$ cat src/pkg/cmc_defs.svh
/*
 * constants of the can mode control block: counts, levels, reset values.
 * assumes inclusion by bare name from the design file; definitions only.
 */
`ifndef CMC_DEFS_SVH
`define CMC_DEFS_SVH

`define CMC_NUM_MB          16
`define CMC_ID_W            29
`define CMC_RESYNC_BITS     4'hb
`define CMC_MAX_DATA_BYTES  4'h8
`define CMC_RECESSIVE       1'b1
`define CMC_MB_OWN_MASK_A   14
`define CMC_MB_OWN_MASK_B   15
`define CMC_RST_NOT_SYNCED  1'b1
`define CMC_RST_FRZ_ACK     1'b0
`define CMC_RST_LP_ACK      1'b0

`endif

$ cat src/pkg/cmc_pkg.sv
/*
 * types of the can mode control block.
 * assumes nothing beyond a systemverilog compiler.
 */
package cmc_pkg;

   // gray codes along normal -> freeze -> resync and disable-bus -> disabled -> resync paths
   typedef enum logic [2:0] {
      CMC_NORMAL    = 3'h0,
      CMC_FRZ_BUS   = 3'h1,
      CMC_FRZ_DRAIN = 3'h3,
      CMC_FROZEN    = 3'h2,
      CMC_RESYNC    = 3'h6,
      CMC_DIS_BUS   = 3'h7,
      CMC_DIS_DRAIN = 3'h5,
      CMC_DISABLED  = 3'h4
   } cmc_state_e;

endpackage

$ cat src/verilog/cmc_mode_ctrl.sv
/*
 * operating-mode control of a can 2.0b controller: freeze, disable,
 * loop-back and listen-only, pin parking, resync, plus the receive mask
 * match, which updates on every rx_frame_done, and the transmit buffer pick that the modes gate.
 * assumes the protocol engine supplies bus-state strobes and a bit tick
 * on the same clock, and that control bits arrive as plain ports.
 */
`timescale 1ns/100ps
`include "cmc_defs.svh"

module cmc_mode_ctrl #(
   parameter int NUM_MB = `CMC_NUM_MB,
   parameter int ID_W   = `CMC_ID_W
) (
   input  wire logic                     clock,
   input  wire logic                     nrst,
   // control bits
   input  wire logic                     freeze_enable,
   input  wire logic                     stop_request,
   input  wire logic                     debug_breakpoint_in,
   input  wire logic                     module_disable,
   input  wire logic                     loop_back_enable,
   input  wire logic                     listen_only,
   input  wire logic                     priority_by_id,
   // protocol engine status
   input  wire logic                     bit_tick,
   input  wire logic                     bus_intermission,
   input  wire logic                     bus_idle,
   input  wire logic                     error_passive,
   input  wire logic                     bus_off,
   input  wire logic                     third_intermission_bit,
   input  wire logic                     engine_busy,
   input  wire logic                     engine_tx_bit,
   input  wire logic                     tx_frame_done,
   input  wire logic                     rx_frame_done,
   input  wire logic                     ack_seen_other,
   input  wire logic                     rx_remote,
   input  wire logic [3:0]               rx_dlc,
   input  wire logic [ID_W-1:0]          rx_id,
   input  wire logic [ID_W-1:0]          global_mask,
   input  wire logic [ID_W-1:0]          mb14_mask,
   input  wire logic [ID_W-1:0]          mb15_mask,
   input  wire logic [NUM_MB*ID_W-1:0]   mb_id,
   input  wire logic [NUM_MB-1:0]        mb_rx_en,
   input  wire logic [NUM_MB-1:0]        mb_tx_req,
   // pins
   input  wire logic                     bus_rx_pin,
   output logic                          bus_tx_pin,
   // engine controls
   output logic                          engine_rx_bit,
   output logic                          frames_enable,
   output logic                          prescaler_enable,
   output logic                          module_clock_enable,
   output logic                          ack_slot_ignore,
   output logic                          err_counters_hold,
   output logic                          force_error_passive,
   // status and access control
   output logic                          not_synced_flag,
   output logic                          freeze_acknowledge,
   output logic                          low_power_acknowledge,
   output logic                          err_cnt_write_allow,
   output logic                          all_regs_access,
   output logic                          core_regs_access,
   // frame results
   output logic                          tx_irq_req,
   output logic                          rx_irq_req,
   output logic                          rx_accept,
   output logic                          dominant_bit_error,
   output logic [3:0]                    rx_data_bytes,
   output logic [NUM_MB-1:0]             rx_match,
   output logic [$clog2(NUM_MB)-1:0]     tx_sel_idx,
   output logic                          tx_sel_valid
);

   localparam int IW = $clog2(NUM_MB);

   typedef struct packed {
      cmc_pkg::cmc_state_e st;
      logic                rx_s1;
      logic                rx_s2;
      logic                rx_s3;
      logic                rx_filt;
      logic [3:0]          rec_cnt;
      logic                not_synced;
      logic                frz_ack;
      logic                lp_ack;
      logic                tx_pin;
      logic                rx_bit;
      logic                tx_irq;
      logic                rx_irq;
      logic                accept;
      logic                dom_err;
      logic [3:0]          len;
      logic [NUM_MB-1:0]   match;
      logic [IW-1:0]       sel_idx;
      logic                sel_valid;
   } cmc_regs_s;

   cmc_regs_s s_reg;
   cmc_regs_s s_next;

   logic frz_req;
   logic pins_live;
   logic frames_on;

   // per-buffer mask match and transmit pick chain
   logic [NUM_MB-1:0]   hit;
   logic [NUM_MB:0]     bv;
   logic [ID_W-1:0]     bid  [NUM_MB+1];
   logic [IW-1:0]       bidx [NUM_MB+1];

   assign bv[0]   = 1'b0;
   assign bid[0]  = '0;
   assign bidx[0] = '0;

   genvar gi;
   generate
      for (gi = 0; gi < NUM_MB; gi++) begin : g_mb
         logic [ID_W-1:0] msk;
         logic [ID_W-1:0] my_id;
         logic            better;
         assign my_id = mb_id[gi*ID_W +: ID_W];
         assign msk = (gi == `CMC_MB_OWN_MASK_A) ? mb14_mask :
                      (gi == `CMC_MB_OWN_MASK_B) ? mb15_mask : global_mask;
         assign hit[gi] = mb_rx_en[gi] && (((rx_id ^ my_id) & msk) == '0);
         // strict compare keeps the lower buffer on equal ids
         assign better = mb_tx_req[gi] &&
                         (!bv[gi] || (priority_by_id && (my_id < bid[gi])));
         assign bv[gi+1]   = bv[gi] | mb_tx_req[gi];
         assign bid[gi+1]  = better ? my_id : bid[gi];
         assign bidx[gi+1] = better ? IW'(gi) : bidx[gi];
      end
   endgenerate

   always_comb begin
      s_next = s_reg;
      frz_req = freeze_enable && (stop_request || debug_breakpoint_in);

      // rx pin: three stages, a change counts when the last two agree
      s_next.rx_s1 = bus_rx_pin;
      s_next.rx_s2 = s_reg.rx_s1;
      s_next.rx_s3 = s_reg.rx_s2;
      if (s_reg.rx_s2 == s_reg.rx_s3) begin
         s_next.rx_filt = s_reg.rx_s3;
      end

      case (s_reg.st)
         cmc_pkg::CMC_NORMAL: begin
            if (module_disable) begin
               s_next.st = cmc_pkg::CMC_DIS_BUS;
            end else if (frz_req) begin
               s_next.st = cmc_pkg::CMC_FRZ_BUS;
            end
         end
         cmc_pkg::CMC_FRZ_BUS: begin
            if (!frz_req) begin
               s_next.st = cmc_pkg::CMC_NORMAL;
            end else if (module_disable) begin
               s_next.st = cmc_pkg::CMC_DIS_BUS;
            end else if (bus_intermission || bus_idle || error_passive || bus_off) begin
               s_next.st = cmc_pkg::CMC_FRZ_DRAIN;
            end
         end
         cmc_pkg::CMC_FRZ_DRAIN: begin
            // no way back from here: a half-finished move-in must complete first
            if (!engine_busy) begin
               s_next.st         = cmc_pkg::CMC_FROZEN;
               s_next.not_synced = 1'b1;
               s_next.frz_ack    = 1'b1;
            end
         end
         cmc_pkg::CMC_FROZEN: begin
            if (module_disable) begin
               s_next.st      = cmc_pkg::CMC_DISABLED;
               s_next.lp_ack  = 1'b1;
               s_next.frz_ack = 1'b0;
            end else if (!frz_req) begin
               s_next.st      = cmc_pkg::CMC_RESYNC;
               s_next.frz_ack = 1'b0;
               s_next.rec_cnt = '0;
            end
         end
         cmc_pkg::CMC_RESYNC: begin
            if (module_disable) begin
               s_next.st = cmc_pkg::CMC_DIS_BUS;
            end else if (frz_req) begin
               s_next.st = cmc_pkg::CMC_FRZ_BUS;
            end else if (s_reg.rec_cnt == `CMC_RESYNC_BITS) begin
               s_next.st         = cmc_pkg::CMC_NORMAL;
               s_next.not_synced = 1'b0;
            end else if (bit_tick) begin
               // any dominant bit restarts the run of recessive bits
               s_next.rec_cnt = (s_reg.rx_filt == `CMC_RECESSIVE) ?
                                4'(s_reg.rec_cnt + 4'h1) : 4'h0;
            end
         end
         cmc_pkg::CMC_DIS_BUS: begin
            if (bus_idle || bus_off ||
                (third_intermission_bit && s_reg.rx_filt == `CMC_RECESSIVE)) begin
               s_next.st = cmc_pkg::CMC_DIS_DRAIN;
            end
         end
         cmc_pkg::CMC_DIS_DRAIN: begin
            // a late clear of disable is seen only once the engine is idle
            if (!engine_busy) begin
               s_next.st         = cmc_pkg::CMC_DISABLED;
               s_next.lp_ack     = 1'b1;
               s_next.not_synced = 1'b1;
            end
         end
         cmc_pkg::CMC_DISABLED: begin
            if (!module_disable) begin
               s_next.st      = cmc_pkg::CMC_RESYNC;
               s_next.lp_ack  = 1'b0;
               s_next.frz_ack = 1'b0;
               s_next.rec_cnt = '0;
            end
         end
         default: begin
            s_next.st = cmc_pkg::CMC_RESYNC;
         end
      endcase

      // pins follow the engine through the freeze drain, but only until the disable drain is reached
      pins_live = (s_reg.st == cmc_pkg::CMC_NORMAL) || (s_reg.st == cmc_pkg::CMC_FRZ_BUS) ||
                  (s_reg.st == cmc_pkg::CMC_FRZ_DRAIN) || (s_reg.st == cmc_pkg::CMC_DIS_BUS);
      frames_on = pins_live || (s_reg.st == cmc_pkg::CMC_DIS_DRAIN);

      if (!pins_live || loop_back_enable || listen_only) begin
         s_next.tx_pin = `CMC_RECESSIVE;
      end else begin
         s_next.tx_pin = engine_tx_bit;
      end
      // parking wins over loop-back: a frozen, resyncing or disable-draining engine must see an idle bus
      if (!pins_live) begin
         s_next.rx_bit = `CMC_RECESSIVE;
      end else if (loop_back_enable) begin
         s_next.rx_bit = engine_tx_bit;
      end else begin
         s_next.rx_bit = s_reg.rx_filt;
      end

      // frame interrupts, accept and error only count while frames run; length and match update on every rx_frame_done
      s_next.tx_irq  = frames_on && tx_frame_done && !listen_only;
      s_next.rx_irq  = frames_on && ((rx_frame_done && (!listen_only || ack_seen_other)) ||
                                     (loop_back_enable && tx_frame_done));
      s_next.accept  = frames_on && rx_frame_done && (!listen_only || ack_seen_other);
      s_next.dom_err = frames_on && rx_frame_done && listen_only && !ack_seen_other;
      if (rx_frame_done) begin
         s_next.len = rx_remote ? 4'h0 :
                      (rx_dlc > `CMC_MAX_DATA_BYTES) ? `CMC_MAX_DATA_BYTES : rx_dlc;
         s_next.match = hit;
      end
      // pick is refreshed every cycle; the engine samples it only when it arbitrates
      s_next.sel_idx   = bidx[NUM_MB];
      s_next.sel_valid = bv[NUM_MB] && frames_on && !listen_only;

      // rx stages start recessive so that release cannot fake a dominant edge
      if (!nrst) begin
         s_next            = '0;
         s_next.st         = cmc_pkg::CMC_RESYNC;
         s_next.rx_s1      = `CMC_RECESSIVE;
         s_next.rx_s2      = `CMC_RECESSIVE;
         s_next.rx_s3      = `CMC_RECESSIVE;
         s_next.rx_filt    = `CMC_RECESSIVE;
         s_next.tx_pin     = `CMC_RECESSIVE;
         s_next.rx_bit     = `CMC_RECESSIVE;
         s_next.not_synced = `CMC_RST_NOT_SYNCED;
         s_next.frz_ack    = `CMC_RST_FRZ_ACK;
         s_next.lp_ack     = `CMC_RST_LP_ACK;
      end
   end

   always_ff @(posedge clock) begin
      s_reg <= s_next;
   end

   assign bus_tx_pin            = s_reg.tx_pin;
   assign engine_rx_bit         = s_reg.rx_bit;
   assign frames_enable         = frames_on;
   // prescaler keeps running in resync, which needs bit ticks to count recessive bits
   assign prescaler_enable      = (s_reg.st != cmc_pkg::CMC_FROZEN) &&
                                  (s_reg.st != cmc_pkg::CMC_DISABLED);
   // only the register side keeps its clock while disabled
   assign module_clock_enable   = (s_reg.st != cmc_pkg::CMC_DISABLED);
   assign ack_slot_ignore       = loop_back_enable;
   assign err_counters_hold     = listen_only || !frames_on;
   assign force_error_passive   = listen_only;
   assign not_synced_flag       = s_reg.not_synced;
   assign freeze_acknowledge    = s_reg.frz_ack;
   assign low_power_acknowledge = s_reg.lp_ack;
   assign err_cnt_write_allow   = (s_reg.st == cmc_pkg::CMC_FROZEN);
   assign all_regs_access       = (s_reg.st == cmc_pkg::CMC_FROZEN);
   assign core_regs_access      = (s_reg.st != cmc_pkg::CMC_DISABLED);
   assign tx_irq_req            = s_reg.tx_irq;
   assign rx_irq_req            = s_reg.rx_irq;
   assign rx_accept             = s_reg.accept;
   assign dominant_bit_error    = s_reg.dom_err;
   assign rx_data_bytes         = s_reg.len;
   assign rx_match              = s_reg.match;
   assign tx_sel_idx            = s_reg.sel_idx;
   assign tx_sel_valid          = s_reg.sel_valid;

endmodule

$ cat config.mk
export PLATFORM = sky130hd
export DESIGN_NAME = cmc_mode_ctrl
export DESIGN_NICKNAME = d
export VERILOG_FILES = /design/src/pkg/cmc_pkg.sv /design/src/verilog/cmc_mode_ctrl.sv
export VERILOG_INCLUDE_DIRS = /design/src /design/src/pkg
export SDC_FILE = /design/constraint.sdc
export NUM_CORES = 2
export LEC_CHECK = 0
export CORE_AREA = 3 3 260 262
export CTS_CLUSTER_DIAMETER = 50
export DETAILED_ROUTE_END_ITERATION = 7
export DIE_AREA = 0 0 263 265
export DONT_BUFFER_PORTS = 1
export PLACE_DENSITY_LB_ADDON = 0.15
export SLEW_MARGIN = 5
export SYNTH_ARGS = -nofsm -noshare
export SYNTH_HDL_FRONTEND = slang
export SYNTH_SLANG_ARGS = --single-unit
$ cat constraint.sdc
create_clock -name clock -period 87.4 [get_ports clock]
set_input_delay 21.85 -clock clock [delete_from_list [all_inputs] [get_ports clock]]
set_output_delay 21.85 -clock clock [all_outputs]
set_load 0.03 [all_outputs]
==> reports/results.ini <==
[sta]
setup_tns_ns = 0
min_period_over_period_pct = 76.89
tightest_slew_ns = 1.209
clock_skew_ns = 0.03087
hold_violations = 0
maxSlewHeadroom_pct = 18.69
post-route-min-period_ns = 67.20
rsz0062_at_grt = false
fmax_mhz = 14.88
setup_viol = 0
finalMaxSlewViolations = 0

[global_route]
grt_usage_pct = 42.48
grt.overflow.total = 0
grt_antenna_before_repair = 6
grt_pass1_wl_mm = 211.5
grt_max_degree = 61
grt_pass1_vias = 26798

[critical_path]
cpPeakStageDelay_ns = 0.89
critPathLaunch = mb_id[20]
cp_slowest_cell = a21bo_2
end_kind = flop
worstPathMaxFanout = 60
cp-start-kind = input port
crit_path_frequent_cell = o21ai_0
criticalPathCategory = input port to flop
arrival_ns = 67.47
crit_required_ns = 87.67
critPathTopFamily = compound AO/OA/AOI/OAI gates
worst-path-buf-inv = 21
r2r_start = s_reg[43]

[worst_hold_path]
hp-class = flop to flop
min_from = s_reg[41]

[detailed_routing]
first_pass_iters = 7
drt_iter0_drc = 3224
routed_via_density = 6.563
routed_wl_mm = 156.6
via_count = 28912
routedWlPerCell_um = 35.54
detail-route-antenna-nets = 0
drc = 0

[power]
p_int_uw = 273.8
seq_power_share_pct = 4.7
p_leak_uw = 0.01261
power.switching_uw = 350.2
pwr-share-comb_pct = 91.4
power_frac_clock_pct = 3.8
power_density_nw_per_um2 = 23.27
ir_worst_vdd_mv = 0.01068
sw_frac_of_total_pct = 56.13

[floorplan]
rows = 94
die_w_um = 263
start_util_pct = 40.37
fp.dieH_um = 265
dieArea_um2 = 69700
core-area_um2 = 65630
ios = 681

[clock_network]
clock_latency_ns = 0.36
cts_made_buffers = 5
cts_root_buf = clkbuf_16
post_cts_resized = 0
clkTransAtPathRegs_ns = 0.08
h-tree-depth = 2
postCtsSetupBuffers = 0
ctsHoldBuffers = 0
clock_sinks = 45
cts_tree = done
cts_buffer_depth = 2

[place]
hpwl_mm = 124.1
placement.io_buffers = 0
post_dp_cell_area_um2 = 26660
finalWeightedCongestion = 1.063

[final_layout]
final_cell_mix = xor2_1 (468), ha_1 (373), inv_1 (353), nand2_1 (278), a21oi_1 (273)
final_common_cell = xor2_1
largest_register_ffs = 16
nets = 4547
area_delta_synth_final_pct = 1.238
final_layout_size_suffix_gt1_share_pct = 5.570
final_cell_area_um2 = 26820
fillers = 7041

[synth]
syn_inst = 3733
synth_fp_nets = 4744
synth_cell_type_count = 110
synth_top_flop_cell = dfxtp_1
synth-edff-count = 0
syn-cell-area_um2 = 26490
async_flop_share_pct = 0
avgSynthCellArea_um2 = 7.097
seq_area_frac_synth_pct = 3.401
yosys_warnings = 0
ys_ff_latch = 45

[outcome]
status = finished, final reports clean

[job]
cap_violations = 0

## power by group through the flow
stage | registers, uW | logic [uW] | clock network (uW)
final | 29.5 | 571 | 24.0
after global routing | 29.6 | 638 | 24.8
after CTS | 29.4 | 560 | 24.6
after detailed placement | 29.9 | 556 | 0
after global placement | 30.0 | 558 | 0
after floorplan | 25.2 | 441 | 0
## logic make-up after synthesis
family                     share of synthesized area (%)
AOI/OAI and AO/OA                                  26.40
and+or+nand+nor                                    19.31
buffers and inverters                              8.988
xor gates and xnor gates                           15.74
adders and majority gates                          17.96
muxes                                              8.204
DFF                                                3.401
## cells in the mapped netlist (16+ instances only)
master    number  area share (%)
and3_1        27            0.64
mux2_2        77             3.3
dfxtp_1       45             3.4
a21o_1        89             2.5
nand4_1      119             2.8
buf_4         42             1.2
mux2_4        29             1.6
a22o_1        20            0.66
buf_2         16            0.30
a221oi_1      21            0.69
o21ai_0      207             3.9
ha_1         373              18
nor2_1       237             3.4
xor2_1       468              15
a22oi_1      197             5.6
nand2b_1      41            0.97
nand2_1      278             3.9
nand3_1       79             1.5
nor2b_1       45             1.1
nor4_1        30            0.71
clkbuf_1     133             1.9
a21oi_1      273             5.2
inv_1        353             5.0
buf_1         20            0.28
and2_1        23            0.54
a31oi_1       26            0.61
mux2i_1       82             3.1
nor3_1        46            0.87
## through the flow
stage | setup WS, ns | cells | util, % | hold slack, ns | total power, uW
floorplan | 25.54 | 3733 | - | 0.3863 | 466.6
global placement | 21.37 | 4393 | 40.62 | 0.4082 | 588.2
detailed placement | 20.85 | 4393 | 40.62 | 0.4027 | 586.2
CTS | 21.11 | 4401 | 40.85 | 0.4219 | 613.7
global route | 16.31 | 4405 | 40.87 | 0.4608 | 692.2
finish | 20.20 | 4405 | 40.87 | 0.4285 | 624.0
## cell type report
cell class / count / area, um2 / share of cell area, %
clock buffers: 5 / 125.1 / 0.4665
inverters: 353 / 1325 / 4.941
clock inverters: 3 / 25.02 / 0.09331
repair buffers: 15 / 112.6 / 0.4199
flip-flops and latches: 45 / 900.9 / 3.359
diodes: 4 / 10.01 / 0.03732
well taps: 864 / 1081 / 4.031
multi-input cells: 3116 / 23240 / 86.65
## path summary, 6_finish.rpt
| path | end | slack (ns) | depth (start not counted) |
|---|---|---|---|
| max | tx_sel_idx[3] | 20.20 | 230 |
| min | s_reg[40] | 0.43 | 1 |
| max reg2reg | s_reg[43] | 84.82 | 11 |
| min reg2reg | s_reg[40] | 0.43 | 1 |
## per-layer routing
metal  global-route usage [%]  routed length, um  vias up
met3                    17.67              20300      488
li1                         -                  -    13048
met4                    30.74              13760       13
met5                    1.216                175        -
met1                    48.39              57400    13421
met2                    63.83              64930     1942
Power figures use the tool's default switching activity.
